**src/verilog/pdt_defines.vh**
```
// Register offsets, field positions, reset values and timing counts
`ifndef PDT_DEFINES_VH
`define PDT_DEFINES_VH

// Register indices (byte addresses on the plain port)
`define PDT_ADDR_LEN_LOW 4'h2
`define PDT_ADDR_LEN_MID 4'h3
`define PDT_ADDR_LEN_HIGH 4'h4
`define PDT_ADDR_FREE_LOW 4'h5
`define PDT_ADDR_FREE_MID 4'h6
`define PDT_ADDR_FREE_HIGH 4'h7
`define PDT_ADDR_WAIT 4'h8
`define PDT_ADDR_SETTLE 4'h1
`define PDT_ADDR_CTRL 4'h9
`define PDT_ADDR_INT_STATUS 4'ha
`define PDT_ADDR_INT_MASK 4'hb

// Field positions
`define PDT_HOLD_BIT 7
`define PDT_GATE_BIT 3
`define PDT_WAIT_MSB 1
`define PDT_WAIT_LSB 0
`define PDT_CTRL_START_BIT 0
`define PDT_CTRL_CANCEL_BIT 1
`define PDT_CTRL_SLEEPREQ_BIT 2
`define PDT_CTRL_ACTIVE_BIT 7
`define PDT_INT_DONE_BIT 0

// Reset values
`define PDT_RST_LEN_BYTE 8'h00
`define PDT_RST_WAIT 2'h3
`define PDT_RST_GATE 1'b1
`define PDT_RST_SETTLE 4'h0
`define PDT_RST_MASK 8'h01

// Timing
`define PDT_SLOW_CLK_HZ 32768
`define PDT_MAIN_CLK_HZ 25000000
`define PDT_SETTLE_STEP 16
`define PDT_CLKS_PER_WAIT 2

`endif

```
**src/verilog/pdt_edge_sync.v**
```verilog
// Two-stage synchroniser with rising-edge pulse for the slow crystal clock
`timescale 1ns/1ps
module pdt_edge_sync (
    // Clock and reset
    input wire i_clk,
    input wire i_rst,
    // Slow clock in, one-cycle tick out
    input wire i_slow_clk,
    output reg o_tick
);
    reg meta_reg;
    reg sync_reg;
    reg last_reg;

    always @(posedge i_clk or posedge i_rst) begin
        if (i_rst) begin
            meta_reg <= 1'b0;
            sync_reg <= 1'b0;
            last_reg <= 1'b0;
            o_tick <= 1'b0;
        end else begin
            meta_reg <= i_slow_clk;
            sync_reg <= meta_reg;
            last_reg <= sync_reg;
            o_tick <= sync_reg & ~last_reg;
        end
    end
endmodule

```
**src/verilog/pdt_wait_gen.v**
```verilog
// Flash access stretcher: two main clocks per programmed wait state
`timescale 1ns/1ps
`include "pdt_defines.vh"
module pdt_wait_gen (
    // Clock and reset
    input wire i_clk,
    input wire i_rst,
    // Setting and access start
    input wire [1:0] i_wait_code,
    input wire i_start,
    // Access still being stretched
    output reg o_busy
);
    reg [2:0] count_reg;

    // Code value equals the number of wait states
    function [2:0] pdt_wait_cycles;
        input [1:0] code;
        reg [31:0] product;
        begin
            product = {1'b0, code} * `PDT_CLKS_PER_WAIT;
            pdt_wait_cycles = product[2:0];
        end
    endfunction

    always @(posedge i_clk or posedge i_rst) begin
        if (i_rst) begin
            count_reg <= 3'h0;
            o_busy <= 1'b0;
        end else if (i_start && !o_busy) begin
            count_reg <= pdt_wait_cycles(i_wait_code);
            o_busy <= (i_wait_code != 2'h0);
        end else if (o_busy) begin
            count_reg <= count_reg - 3'h1;
            o_busy <= (count_reg != 3'h1);
        end
    end
endmodule

```
**src/verilog/pdt_power_down_timing.v**
```verilog
// Power-down length timer, free timer, host gate and flash wait control
//
// Design decisions made here: the placing of the registers and the strobed register port.
`timescale 1ns/1ps
`include "pdt_defines.vh"

// How it works
// - Running power-down counts the length down; zero starts the wake settle phase.
// - Length counter steps once per slow crystal clock period.
// - Length bits 15:8 in one byte, 22:16 in bits 6:0 of next.
// - Hold-asleep bit ignores counts; only cancel or request drop ends.
// - A 24-bit free timer advances on the slow crystal clock.
// - Only the hardware reset clears the free timer.
// - Free timer read as low, middle and high byte registers.
// - Host gate bit 3 resets to one; clear blocks host memory access.
// - Flash waits stretch core flash accesses, and host flash accesses while the host gate bit is set.
// - Each flash wait adds two main clock periods.
// - Wait field resets to 11b; code equals wait state count.
// - Low length byte in its own register, resetting to zero.
// - Wake settle phase lasts settle count times 16 slow periods.
// - Completion sets the done flag and interrupts the core.
module pdt_power_down_timing (
    // Clock and reset
    input wire i_clk,
    input wire i_rst,
    // Register port
    input wire [3:0] i_addr,
    input wire [7:0] i_wdata,
    input wire i_wr,
    input wire i_rd,
    output reg [7:0] o_rdata,
    // Slow crystal clock
    input wire i_slow_crystal_clock,
    // Card sleep request level from the host side
    input wire i_card_sleep_request,
    // Flash and host memory access requests
    input wire i_core_flash_start,
    input wire i_host_flash_start,
    input wire i_host_mem_req,
    // Status outputs
    output reg o_sleep_active,
    output reg o_clock_buffer_on,
    output reg o_flash_wait,
    output reg o_host_mem_grant,
    output reg o_irq
);
    // ------------------------------------------------------------
    // States
    // ------------------------------------------------------------
    localparam [3:0] ST_IDLE = 4'b0001;
    localparam [3:0] ST_COUNT = 4'b0010;
    localparam [3:0] ST_SETTLE = 4'b0100;
    localparam [3:0] ST_HOLD = 4'b1000;

    reg [3:0] state_reg;
    reg [3:0] state_next;
    reg [7:0] len_low_reg;
    reg [7:0] len_mid_reg;
    reg [6:0] len_high_reg;
    reg hold_reg;
    reg [22:0] len_cnt_reg;
    reg [3:0] settle_reg;
    reg [7:0] settle_cnt_reg;
    reg [23:0] free_timer_value;
    reg host_memory_gate;
    reg [1:0] nvm_wait_states;
    reg sleep_done_flag;
    reg [7:0] int_mask_reg;
    reg start_pulse;
    reg cancel_pulse;
    reg req_last_reg;
    wire slow_tick;
    wire wait_busy;
    wire done_event;
    wire req_fall;
    wire status_rd;

    // ------------------------------------------------------------
    // Decoders
    // ------------------------------------------------------------
    // Sequencer is anywhere but idle
    function pdt_busy;
        input [3:0] state;
        begin
            pdt_busy = (state != ST_IDLE);
        end
    endfunction

    // Length counter has run out
    function pdt_len_zero;
        input [22:0] count;
        begin
            pdt_len_zero = (count == 23'h000000);
        end
    endfunction

    // ------------------------------------------------------------
    // Helpers
    // ------------------------------------------------------------
    pdt_edge_sync u_sync (
        .i_clk(i_clk),
        .i_rst(i_rst),
        .i_slow_clk(i_slow_crystal_clock),
        .o_tick(slow_tick)
    );

    pdt_wait_gen u_wait (
        .i_clk(i_clk),
        .i_rst(i_rst),
        .i_wait_code(nvm_wait_states),
        .i_start(i_core_flash_start |
                 (i_host_flash_start & host_memory_gate)),
        .o_busy(wait_busy)
    );

    assign req_fall = req_last_reg & ~i_card_sleep_request;
    assign status_rd = i_rd && (i_addr == `PDT_ADDR_INT_STATUS);
    // A zero settle count ends the phase at once
    assign done_event = (state_reg == ST_SETTLE) &&
                        ((slow_tick && settle_cnt_reg == 8'h00) ||
                         settle_reg == 4'h0);

    // ------------------------------------------------------------
    // Register writes
    // ------------------------------------------------------------
    always @(posedge i_clk or posedge i_rst) begin
        if (i_rst) begin
            len_low_reg <= `PDT_RST_LEN_BYTE;
            len_mid_reg <= `PDT_RST_LEN_BYTE;
            len_high_reg <= 7'h00;
            hold_reg <= 1'b0;
            settle_reg <= `PDT_RST_SETTLE;
            host_memory_gate <= `PDT_RST_GATE;
            nvm_wait_states <= `PDT_RST_WAIT;
            int_mask_reg <= `PDT_RST_MASK;
            start_pulse <= 1'b0;
            cancel_pulse <= 1'b0;
        end else begin
            start_pulse <= 1'b0;
            cancel_pulse <= 1'b0;
            if (i_wr) begin
                if (i_addr == `PDT_ADDR_LEN_LOW) begin
                    len_low_reg <= i_wdata;
                end else if (i_addr == `PDT_ADDR_LEN_MID) begin
                    len_mid_reg <= i_wdata;
                end else if (i_addr == `PDT_ADDR_LEN_HIGH) begin
                    len_high_reg <= i_wdata[6:0];
                    hold_reg <= i_wdata[`PDT_HOLD_BIT];
                end else if (i_addr == `PDT_ADDR_SETTLE) begin
                    settle_reg <= i_wdata[7:4];
                end else if (i_addr == `PDT_ADDR_WAIT) begin
                    host_memory_gate <= i_wdata[`PDT_GATE_BIT];
                    nvm_wait_states <=
                        i_wdata[`PDT_WAIT_MSB:`PDT_WAIT_LSB];
                end else if (i_addr == `PDT_ADDR_CTRL) begin
                    start_pulse <= i_wdata[`PDT_CTRL_START_BIT];
                    cancel_pulse <= i_wdata[`PDT_CTRL_CANCEL_BIT];
                end else if (i_addr == `PDT_ADDR_INT_MASK) begin
                    int_mask_reg <= i_wdata;
                end
            end
        end
    end

    // ------------------------------------------------------------
    // Free timer, reset only by the pin
    // ------------------------------------------------------------
    always @(posedge i_clk or posedge i_rst) begin
        if (i_rst) begin
            free_timer_value <= 24'h000000;
        end else if (slow_tick) begin
            free_timer_value <= free_timer_value + 24'h000001;
        end
    end

    // ------------------------------------------------------------
    // Power-down sequencer
    // ------------------------------------------------------------
    always @* begin
        state_next = state_reg;
        case (state_reg)
            ST_IDLE: begin
                if (start_pulse) begin
                    state_next = hold_reg ? ST_HOLD : ST_COUNT;
                end
            end
            ST_COUNT: begin
                if (cancel_pulse || req_fall) begin
                    state_next = ST_IDLE;
                end else if (pdt_len_zero(len_cnt_reg)) begin
                    state_next = ST_SETTLE;
                end
            end
            ST_SETTLE: begin
                if (cancel_pulse || req_fall || done_event) begin
                    state_next = ST_IDLE;
                end
            end
            ST_HOLD: begin
                if (cancel_pulse || req_fall) begin
                    state_next = ST_IDLE;
                end
            end
            default: begin
                state_next = ST_IDLE;
            end
        endcase
    end

    always @(posedge i_clk or posedge i_rst) begin
        if (i_rst) begin
            state_reg <= ST_IDLE;
            len_cnt_reg <= 23'h000000;
            settle_cnt_reg <= 8'h00;
            req_last_reg <= 1'b0;
        end else begin
            state_reg <= state_next;
            req_last_reg <= i_card_sleep_request;
            if (state_reg == ST_IDLE) begin
                len_cnt_reg <= {len_high_reg, len_mid_reg,
                                len_low_reg};
            end else if (state_reg == ST_COUNT && slow_tick &&
                         !pdt_len_zero(len_cnt_reg)) begin
                len_cnt_reg <= len_cnt_reg - 23'h000001;
            end
            if (state_reg != ST_SETTLE) begin
                settle_cnt_reg <= {settle_reg, 4'h0} - 8'h01;
            end else if (slow_tick && settle_cnt_reg != 8'h00) begin
                settle_cnt_reg <= settle_cnt_reg - 8'h01;
            end
        end
    end

    // ------------------------------------------------------------
    // Done flag, interrupt and outputs
    // ------------------------------------------------------------
    always @(posedge i_clk or posedge i_rst) begin
        if (i_rst) begin
            sleep_done_flag <= 1'b0;
            o_irq <= 1'b0;
            o_sleep_active <= 1'b0;
            o_clock_buffer_on <= 1'b1;
            o_flash_wait <= 1'b0;
            o_host_mem_grant <= 1'b0;
        end else begin
            // Set wins over the clear-on-read
            if (done_event) begin
                sleep_done_flag <= 1'b1;
            end else if (status_rd) begin
                sleep_done_flag <= 1'b0;
            end
            o_irq <= sleep_done_flag &
                     int_mask_reg[`PDT_INT_DONE_BIT];
            o_sleep_active <= pdt_busy(state_reg);
            o_clock_buffer_on <= (state_reg == ST_IDLE) ||
                                 (state_reg == ST_SETTLE);
            o_flash_wait <= wait_busy;
            o_host_mem_grant <= i_host_mem_req &
                                host_memory_gate;
        end
    end

    // ------------------------------------------------------------
    // Read data
    // ------------------------------------------------------------
    always @(posedge i_clk or posedge i_rst) begin
        if (i_rst) begin
            o_rdata <= 8'h00;
        end else if (i_rd) begin
            if (i_addr == `PDT_ADDR_LEN_LOW) begin
                o_rdata <= len_low_reg;
            end else if (i_addr == `PDT_ADDR_LEN_MID) begin
                o_rdata <= len_mid_reg;
            end else if (i_addr == `PDT_ADDR_LEN_HIGH) begin
                o_rdata <= {hold_reg, len_high_reg};
            end else if (i_addr == `PDT_ADDR_FREE_LOW) begin
                o_rdata <= free_timer_value[7:0];
            end else if (i_addr == `PDT_ADDR_FREE_MID) begin
                o_rdata <= free_timer_value[15:8];
            end else if (i_addr == `PDT_ADDR_FREE_HIGH) begin
                o_rdata <= free_timer_value[23:16];
            end else if (i_addr == `PDT_ADDR_WAIT) begin
                o_rdata <= {4'h0, host_memory_gate, 1'b0,
                            nvm_wait_states};
            end else if (i_addr == `PDT_ADDR_SETTLE) begin
                o_rdata <= {settle_reg, 4'h0};
            end else if (i_addr == `PDT_ADDR_CTRL) begin
                o_rdata <= {pdt_busy(state_reg), 4'h0,
                            i_card_sleep_request, 2'h0};
            end else if (i_addr == `PDT_ADDR_INT_STATUS) begin
                o_rdata <= {7'h00, sleep_done_flag};
            end else if (i_addr == `PDT_ADDR_INT_MASK) begin
                o_rdata <= int_mask_reg;
            end else begin
                o_rdata <= 8'h00;
            end
        end else begin
            o_rdata <= 8'h00;
        end
    end
endmodule

```
**config.mk**
```make
export PLATFORM = sky130hd
export DESIGN_NAME = pdt_power_down_timing
export DESIGN_NICKNAME = d
export VERILOG_FILES = /design/src/verilog/pdt_edge_sync.v /design/src/verilog/pdt_wait_gen.v /design/src/verilog/pdt_power_down_timing.v
export VERILOG_INCLUDE_DIRS = /design/src /design/src/verilog
export SDC_FILE = /design/constraint.sdc
export NUM_CORES = 1
export LEC_CHECK = 0
export BUFFER_PORTS_ARGS = -buffer_cell sky130_fd_sc_hd__buf_4
export CAP_MARGIN = 5
export CORE_MARGIN = 5
export CORE_UTILIZATION = 35
export DETAILED_ROUTE_END_ITERATION = 8
export GPL_ROUTABILITY_DRIVEN = 0
export PLACE_DENSITY_LB_ADDON = 0.08
export SYNTH_ARGS = -nofsm -noshare
export SYNTH_HDL_FRONTEND = slang
export SYNTH_SLANG_ARGS = --single-unit
```
**constraint.sdc**
```tcl
create_clock -name i_clk -period 7.6 [get_ports i_clk]
set_input_delay 0.76 -clock i_clk [delete_from_list [all_inputs] [get_ports i_clk]]
set_output_delay 0.76 -clock i_clk [all_outputs]
set_load 0.02 [all_outputs]
```
After elaboration in Yosys (flattened, before gate mapping)
Index checks and enable logic that the tools add are counted.
{"block": "word_totals", "input_bits": 21, "output_inout_bits": 13, "reg_bits": 123}
{"block": "op_classes", "reduce_logical": 29, "n_eq_ne": 22, "bitwise": 14, "muxes": 43, "addsub": 5}
{"cell": "$mux W8", "n": 14}
{"cell": "$mux W23", "n": 2}
{"cell": "$add A24 B1 Y24 const B", "n": 1}
{"cell": "$mux W4", "n": 6}
{"cell": "$logic_not A23 Y1", "n": 1}
{"cell": "$sub A23 B1 Y23 const B", "n": 1}
{"cell": "$eq A4 B3 Y1 const B", "n": 5}
{"cell": "$eq A4 B4 Y1 const B", "n": 5}
{"cell": "$mux W1", "n": 18}
{"cell": "$pmux W4 S4", "n": 1}
{"cell": "$sub A8 B1 Y8 const B", "n": 2}
{"cell": "$eq A4 B2 Y1 const B", "n": 3}
{"cell": "$reduce_bool A2 Y1", "n": 5}
{"cell": "$eq A4 B1 Y1 const B", "n": 2}
{"cell": "$logic_not A8 Y1", "n": 1}
{"cell": "$not A1 Y1", "n": 8}
{"cell": "$reduce_and A4 Y1", "n": 2}
{"cell": "$reduce_and A8 Y1", "n": 1}
{"cell": "$reduce_bool A8 Y1", "n": 1}
{"cell": "$logic_and A1 B1 Y1", "n": 7}
{"cell": "$mux W3", "n": 2}
{"cell": "$ne A2 B2 Y1 const B", "n": 3}
{"cell": "$reduce_and A6 Y1", "n": 1}
{"cell": "$and A1 B1 Y1", "n": 5}
{"cell": "12 further kinds", "n": 16}

Depth between registers and ports, before layout
Gate-level depths: netlist of run 1.
{"block": "depth", "depth_word": 13, "mapped_depth": 9, "mapped_depth_nobuf": 7}

Hierarchy
A second synthesis of run 1 with hierarchy kept.
{"block": "unflattened", "hier_cells": 575, "hier_area_um2": 6214.7}
{"mod": "pdt_power_down_timing", "seq_area_each_um2": 2885.3, "instances": 1, "area_per_inst_um2": 5870.6, "cells_per_inst": 549}
{"mod": "pdt_wait_gen", "seq_area_each_um2": 100.1, "instances": 1, "area_per_inst_um2": 226.5, "cells_per_inst": 20}
{"mod": "pdt_edge_sync", "seq_area_each_um2": 100.1, "instances": 1, "area_per_inst_um2": 117.6, "cells_per_inst": 6}

Worst setup path before layout of run 1
Ideal clock, no wire load.
{"block": "synth_path", "path_type": "input to register", "start": "input i_addr[0]", "end": "register int_mask_reg[1]", "cell_stages": 6, "slack_ns": 5.047, "setup_time_ns": 0.125, "path_buffers": 3, "t_arrival_ns": 2.428, "required_time_ns": 7.475, "cell_sequence": "clkbuf_1 clkbuf_1 buf_1 nand2_1 nor2_1 mux2_2"}
{"block": "synth_between", "elab_chain_len": 3, "elab_cells_between_ends": 14, "classes_between": "eq/ne (7); bitwise (6); reduce/logical (1)"}
{"item": "from (decl)", "line": "pdt_power_down_timing.v:27", "source": "input wire [3:0] i_addr,"}
{"item": "$eq A4 B4 Y1 (no line), or another cell as far along"}
{"item": "$not A1 Y1 (no line)"}
{"item": "$reduce_and A8 Y1 (no line) (*)"}
{"item": "to (signal assigned)", "line": "pdt_power_down_timing.v:135", "source": "int_mask_reg <= `PDT_RST_MASK;"}
{"item": "to (signal assigned)", "line": "pdt_power_down_timing.v:159", "source": "int_mask_reg <= i_wdata;"}
{"item": "to (decl)", "line": "pdt_power_down_timing.v:68", "source": "reg [7:0] int_mask_reg;"}
Every way passes the cells marked *; elsewhere a longest branch is shown, timed or not.
A chain may end at the register's enable or synchronous reset.

Worst setup path in the final report of run 1
{"block": "layout_path", "start": "register len_cnt_reg[4]", "end": "register len_cnt_reg[20]"}
{"block": "layout_between", "elab_chain_len": 4, "elab_cells_between_ends": 7, "classes_between": "add/sub (1); mux (2); reduce/logical (4)"}
{"item": "from (decl)", "line": "pdt_power_down_timing.v:61", "source": "reg [22:0] len_cnt_reg;"}
{"item": "from (signal assigned)", "line": "pdt_power_down_timing.v:220", "source": "len_cnt_reg <= {len_high_reg, len_mid_reg,"}
{"item": "from (signal assigned)", "line": "pdt_power_down_timing.v:224", "source": "len_cnt_reg <= len_cnt_reg - 23'h000001;"}
{"item": "parallel branches: the longest is 4 deep, another holds $sub A23 B1 Y23"}
Parallel ways; which one is timed is not known. The select of a mux whose other input is x is not followed.

==> impl_metrics.yaml, run 1 <==
outcome:
  outcome: "finished, final reports clean"
global_routing:
  antenna_found_initial: 0
  number_of_global_route_vias_before_repair: 4661
  maximum_number_of_pins_on_one_net_before_global_route_repair: 70
  first_pass_grt_wire_length_mm: 26.6
  grt_util_all_layers: 0.170
  global_route.overflow_total: 0
yosys:
  number_of_nets_in_the_synthesized_netlist: 623
  synth-async-reset-ratio: 1.00
  synth.top_cells.by_area: "sky130_fd_sc_hd__dfrtp_1 47%, sky130_fd_sc_hd__mux2_2 9.1%, sky130_fd_sc_hd__xnor2_1 3.8%"
  synth.yosys.warnings: 0
  post_synthesis_cell_type_count: 62
  syn-mean-instance-area_um2: 10.4
  syn_area_mm2: 0.00621
  synth.top_cell.area_share: 0.471
  synth_sequential_area_ratio: 0.497
  synth_enable_flop_cells: 0
  synth_flop_cell: "sky130_fd_sc_hd__dfrtp_1"
  synth-seq-cells: 123
  synth_top_cell_by_area: "sky130_fd_sc_hd__dfrtp_1"
  netlist_instances: 595
timing:
  clock.fmax_ghz: 0.330
  grt_setup_unrepaired: "false"
  slew-limit-headroom: 0.404
  final_hold_viol_count: 0
  finalClockSkew_ns: 0.00748
  finalWorstPathRequiredPeriod_ns: 3.03
  setup_total_negative_slack_ns: 0
  final-setup-viol-count: 0
  least_setup_slack_across_all_paths_after_layout_ns: 4.57
  tightest_slew_ns: 0.894
  finalCritPeriodShare: 0.398
  final-max-slew-violation-count: 0
  holdWs_ns: 0.350
clock_network:
  cts.repair_timing.setup_buffer_count: 0
  cts_hold_buffers: 0
  tritoncts_clock_tree: "done"
  clkSlewWorstSetupHoldPaths_ns: 0.05
  worstSkewPairLatency_ns: 0.41
  clock-sinks: 123
  cts-buffers-inserted: 17
  post_cts_resize_count: 0
  cts-root-to-sink-buffers: 2
  cts_htree_levels: 4
  clock_tree.root_cell: "sky130_fd_sc_hd__clkbuf_16"
detailed_routing:
  post_dr_vias_cell: 5.41
  detail_route.iter0.violations: 225
  drt_pass1_iterations: 4
  dr_wl_cell_um: 19.0
  vias: 4648
  ant_nets: 0
  drt_drc_violations_left: 0
  postRouteWirelength_mm: 16.3
floorplanning:
  core_mm2: 0.0174
  die_width_um: 143
  boundaryPins: 34
  die_footprint_mm2: 0.0205
  std_cell_rows: 48
  effective_utilization_at_floorplan: 0.358
  die_h_um: 143
critical_path:
  critical_path_required_time_ns: 7.89
  worst-endpoint-arrival_ns: 3.32
  cp_max_fo: 23
  timing_worst_setup_path_type: "flip-flop to flip-flop"
  startpoint_type: "flip-flop"
  worstSetupEndpointType: "flip-flop"
  setup.reg_to_reg.worst_slack_ns: 4.57
final_layout:
  share_of_layout_cells_above_drive_strength_1: 0.207
  final_nets: 649
  largest_register_ffs: 24
  n_fill_cell: 1725
  antenna_cells: 0
  finish.cell_count_without_fillers: 859
  layout.cells.most_common: "sky130_fd_sc_hd__dfrtp_1"
  areaGrowthSynthToFinish_pct: 15.6
  mostFrequentLayoutCells: "117 x sky130_fd_sc_hd__dfrtp_1, 50 x sky130_fd_sc_hd__mux2_2, 48 x sky130_fd_sc_hd__nand2_1"
pwr:
  power_density_mw_per_mm2: 275
  net-switching-power_uw: 572
  internal-power_mw: 1.40
  power.total_mw: 1.97
  power.share.switching: 0.290
  share_clk_of_total_power: 0.373
  vdd_ir_drop_max_v: 0.000145
  power_frac_seq: 0.463
  power.static_leakage_nw: 3.02
  comb_power_share: 0.164
hold_path:
  min-delay-path-class: "flip-flop to flip-flop"
placed_design:
  dpl_worst_slack_ns: 4.60
  placed_cells_incl_taps: 827
  port-buffer-count: 33
  dpl.hpwl_mm: 11.7
run:
  max_cap_violations: 0
worst max-delay path, cell delays in order, from the launching register on:
cell and delay, ns:
sky130_fd_sc_hd__dfrtp_1 0.45, sky130_fd_sc_hd__or4_1 0.65, sky130_fd_sc_hd__or4_4 0.61, sky130_fd_sc_hd__o21ai_2 0.70, sky130_fd_sc_hd__nor2_1 0.12, sky130_fd_sc_hd__a221o_1 0.37
synth_stat cells (all sizes together) (3+ instances only):
cell type	number
ha	7
nor2	43
dfstp	6
and2	9
nand3	23
nand2	48
xor2	8
inv	16
o21a	3
o211ai	6
mux2i	6
o22ai	6
or4	11
nor4	8
o311ai	3
clkbuf	22
nor2b	11
o221ai	3
or3	8
nand4	11
a31oi	8
a221o	4
and4	4
buf	7
and3	8
a21oi	20
a22oi	9
nand2b	8
o31ai	7
or2	3
xnor2	27
mux2	50
dfrtp	117
o21ai	22
nor4b	4
nor3	15
per-layer routing:
layer  global-route usage  wire length, um  vias to the layer above
li1                     -                -                     2221
met1                0.235             7850                     2325
met2                0.269             7740                       88
met3               0.0392              541                       14
met4               0.0430              168                        0
met5                    0                0                        -
cell type report:
class                           instances  area, um2  share of cell area
Clock buffer                           29        520              0.0725
Clock inverter                          3       15.0             0.00209
Inverter                               17       66.3             0.00924
Multi-Input combinational cell        426       2940               0.410
Sequential cell                       123       3090               0.430
Tap cell                              225        282              0.0392
Timing Repair Buffer                   36        270              0.0376
through the flow:
stage / instance area, um2 / utilization
6_report: 7180 / 0.414
5_1_grt: 7180 / 0.414
4_1_cts: 7180 / 0.414
3_5_place_dp: 6650 / 0.383
3_3_place_gp: 6650 / 0.383
2_1_floorplan: 6210 / -
power by group through the flow:
| stage | sequential (mW) | clock [mW] | combinational, mW |
|---|---|---|---|
| 2_1_floorplan | 0.873 | 0 | 0.247 |
| 3_3_place_gp | 0.918 | 0 | 0.321 |
| 3_5_place_dp | 0.922 | 0 | 0.328 |
| 4_1_cts | 0.912 | 0.753 | 0.330 |
| 5_1_grt | 0.931 | 0.781 | 0.367 |
| 6_report | 0.913 | 0.734 | 0.324 |
cells by family (layout without fill, tap and decap cells):
family | after synthesis | after routing | share of synthesized area
and+or+nand+nor | 220 | 220 | 0.188
DFF | 123 | 123 | 0.497
AOI/OAI and AO/OA | 107 | 107 | 0.116
muxes | 57 | 57 | 0.104
buffers and inverters | 46 | 85 | 0.0318
xor gates and xnor gates | 35 | 35 | 0.0494
adders and majority gates | 7 | 7 | 0.0141
worst paths after layout:
kind                            startpoint                   to  cells past startpoint
min in group asynchronous            i_rst  free_timer_value[3]                      2
max reg2reg                 len_cnt_reg[4]      len_cnt_reg[20]                      5
min reg2reg                u_sync.meta_reg      u_sync.sync_reg                      0
max                         len_cnt_reg[4]      len_cnt_reg[20]                      5
min                        u_sync.meta_reg      u_sync.sync_reg                      0
max in group asynchronous            i_rst      len_cnt_reg[12]                      3
No activity file was read; power rests on OpenSTA's default activity.
==> run 2, diff against run 1 <==
--- a/config.mk
+++ b/config.mk
@@ -6,6 +6,7 @@
 export SDC_FILE = /design/constraint.sdc
 export NUM_CORES = 1
 export LEC_CHECK = 0
+export ABC_AREA = 1
 export BUFFER_PORTS_ARGS = -buffer_cell sky130_fd_sc_hd__buf_4
 export CAP_MARGIN = 5
 export CORE_MARGIN = 5
==> constraint.sdc (replaced) <==
create_clock -name i_clk -period 2.5 [get_ports i_clk]
set_input_delay 0.25 -clock i_clk [delete_from_list [all_inputs] [get_ports i_clk]]
set_output_delay 0.25 -clock i_clk [all_outputs]
set_load 0.02 [all_outputs]
==> run 2 against run 1 <==
Critical endpoint is now len_cnt_reg[14]. Utilization increased by 0.33 points. Die area increased by 6.9%. Synthesized cell count increased by 44%. Synthesized area increased by 7.4%. Critical path depth increased by 4. Highest routed layer unchanged. Worst setup slack got worse by 4.0 ns. Power increased to 4.0 times the previous value. First-iteration DRC count increased by 75%. Combinational power increased to 7.4 times the previous value.
==> impl_metrics.yaml, run 2 <==
detailed_routing:
  drt_pass1_iterations: 6
  detail_route.iter0.violations: 394
  ant_nets: 0
  detailroute.wirelength.met2_mm: 8.51
  met3_wirelength_um: 567
  post_route_m1_wl_mm: 9.15
  drt_drc_violations_left: 0
  post_dr_vias_cell: 4.82
  dr_wl_cell_um: 16.0
  vias: 5563
  highest_metal_layer_with_signal_wires: "met4"
  postRouteWirelength_mm: 18.4
critical_path:
  timing_worst_setup_path_type: "flip-flop to flip-flop"
  worst-endpoint-arrival_ns: 2.19
  startpoint_type: "flip-flop"
  critical_path_required_time_ns: 2.79
  cp_max_fo: 14
  worstSetupEndpointType: "flip-flop"
yosys:
  synth.top_cells.by_area: "sky130_fd_sc_hd__dfrtp_1 44%, sky130_fd_sc_hd__nand2_1 14%, sky130_fd_sc_hd__inv_1 6.4%"
  synth_enable_flop_cells: 0
  synth.top_cell.area_share: 0.439
  synth.yosys.warnings: 0
  post_synthesis_cell_type_count: 43
  most_used_standard_cells_in_the_synthesized_netlist: "246 x sky130_fd_sc_hd__nand2_1, 117 x sky130_fd_sc_hd__dfrtp_1, 113 x sky130_fd_sc_hd__inv_1"
  dominant_combinational_cell_family_by_area_after_synthesis: "simple AND/OR/NAND/NOR gates"
  synth_most_common_cell: "sky130_fd_sc_hd__nand2_1"
  synth_xor_xnor_area_share: 0.0381
  syn-mean-instance-area_um2: 7.77
  synth-async-reset-ratio: 1.00
  synth-simple-area-share: 0.293
  synth_compound_area_frac: 0.110
  synth_top_cell_by_area: "sky130_fd_sc_hd__dfrtp_1"
  netlist_instances: 858
  synth_flop_cell: "sky130_fd_sc_hd__dfrtp_1"
  syn_area_mm2: 0.00667
  yosys-mux-area-fraction: 0
  synth_sequential_area_ratio: 0.463
  synth-adder-area-share: 0.0131
  number_of_nets_in_the_synthesized_netlist: 886
  synth-seq-cells: 123
clock_network:
  clock_tree.root_cell: "sky130_fd_sc_hd__clkbuf_16"
  clock-sinks: 123
  cts.repair_timing.setup_buffer_count: 0
  worstSkewPairLatency_ns: 0.42
  cts_hold_buffers: 3
  tritoncts_clock_tree: "done"
  post_cts_resize_count: 0
  clkSlewWorstSetupHoldPaths_ns: 0.06
  cts-root-to-sink-buffers: 2
  cts-buffers-inserted: 17
  cts_htree_levels: 4
final_layout:
  design_area_mm2: 0.00780
  largest_register_ffs: 24
  final_nets: 936
  antenna_cells: 0
  n_fill_cell: 1950
  mostFrequentLayoutCells: "246 x sky130_fd_sc_hd__nand2_1, 117 x sky130_fd_sc_hd__dfrtp_1, 112 x sky130_fd_sc_hd__inv_1"
  areaGrowthSynthToFinish_pct: 17.0
  layout.cells.most_common: "sky130_fd_sc_hd__nand2_1"
  share_of_layout_cells_above_drive_strength_1: 0.117
floorplanning:
  die_width_um: 148
  die_h_um: 148
  boundaryPins: 34
  std_cell_rows: 50
  die_footprint_mm2: 0.0219
  core_mm2: 0.0187
  effective_utilization_at_floorplan: 0.357
outcome:
  outcome: "finished, final reports clean"
timing:
  clock.fmax_ghz: 0.528
  setup_total_negative_slack_ns: 0
  finalWorstPathRequiredPeriod_ns: 1.89
  final-max-slew-violation-count: 0
  finalCritPeriodShare: 0.757
  grt_setup_unrepaired: "false"
  final-setup-viol-count: 0
  final_hold_viol_count: 0
  slew-limit-headroom: 0.581
  tightest_slew_ns: 0.627
  finalClockSkew_ns: 0.0118
  least_setup_slack_across_all_paths_after_layout_ns: 0.608
pwr:
  power.static_leakage_nw: 3.72
  power_density_mw_per_mm2: 1010
  power.total_mw: 7.85
  vdd_ir_drop_max_v: 0.000465
global_routing:
  first_pass_grt_wire_length_mm: 30.2
  antenna_found_initial: 0
  global_route.overflow_total: 0
  maximum_number_of_pins_on_one_net_before_global_route_repair: 52
  number_of_global_route_vias_before_repair: 5547
  grt_util_all_layers: 0.176
placed_design:
  dpl.hpwl_mm: 13.9
  port-buffer-count: 33
  dpl_worst_slack_ns: 0.607
  placed_cell_area_mm2: 0.00718
run:
  max_cap_violations: 0
hold_path:
  min-delay-path-class: "input pin to flip-flop"
[run 2: area by class of cell]
class                           count  area, um2  area share
Sequential cell                   123       3090       0.396
Multi-Input combinational cell    606       3030       0.388
Clock buffer                       24        472      0.0605
Inverter                          115        435      0.0558
Timing Repair Buffer               45        370      0.0475
Tap cell                          234        293      0.0375
Clock inverter                      8        119      0.0152
[run 2: path summary, 6_finish.rpt]
check | startpoint | to | slack [ns] | depth (start not counted)
max in group asynchronous | i_rst | nvm_wait_states[0] | 1.28 | 4
min in group asynchronous | i_rst | u_wait.count_reg[1] | 0.48 | 3
max reg2reg | len_cnt_reg[0] | len_cnt_reg[14] | 0.61 | 9
min | i_host_mem_req | o_host_mem_grant | 0.04 | 3
max | len_cnt_reg[0] | len_cnt_reg[14] | 0.61 | 9
min reg2reg | u_sync.meta_reg | u_sync.sync_reg | 0.35 | 0
[run 2: logic make-up after synthesis]
group                      Yosys count
adders and majority gates            7
AOI/OAI and AO/OA                  126
buffers and inverters              129
xor gates and xnor gates            29
and+or+nand+nor                    444
DFF                                123
[run 2: metrics by stage]
stage	hold WS, ns	util	std cells
final	0.0359	0.417	1155
after global routing	0.0309	0.417	1155
after CTS	0.0279	0.417	1155
after detailed placement	0.337	0.384	1120
after global placement	0.333	0.384	1120
after floorplan	0.281	-	858
[run 2: metal layers]
metal,vias up,GRT usage
met2,69,0.278
met4,0,0.0430
met3,12,0.0414
met1,2624,0.247
met5,-,0
li1,2858,-
[run 2: worst max-delay path: stages, from the launching register on]
cell and delay [ns]:
sky130_fd_sc_hd__dfrtp_1 0.35, sky130_fd_sc_hd__inv_1 0.12, sky130_fd_sc_hd__ha_1 0.27, sky130_fd_sc_hd__nand2_4 0.10
sky130_fd_sc_hd__nor2_8 0.16, sky130_fd_sc_hd__nand3_4 0.10, sky130_fd_sc_hd__nand2_4 0.11, sky130_fd_sc_hd__inv_1 0.25
sky130_fd_sc_hd__nand3_1 0.17, sky130_fd_sc_hd__o221ai_1 0.11
[run 2: where the power goes]
part	switching (mW)	total, mW	internal (mW)
logic	1.56	2.41	0.846
clock network	0.888	2.50	1.61
registers	0.460	2.94	2.48
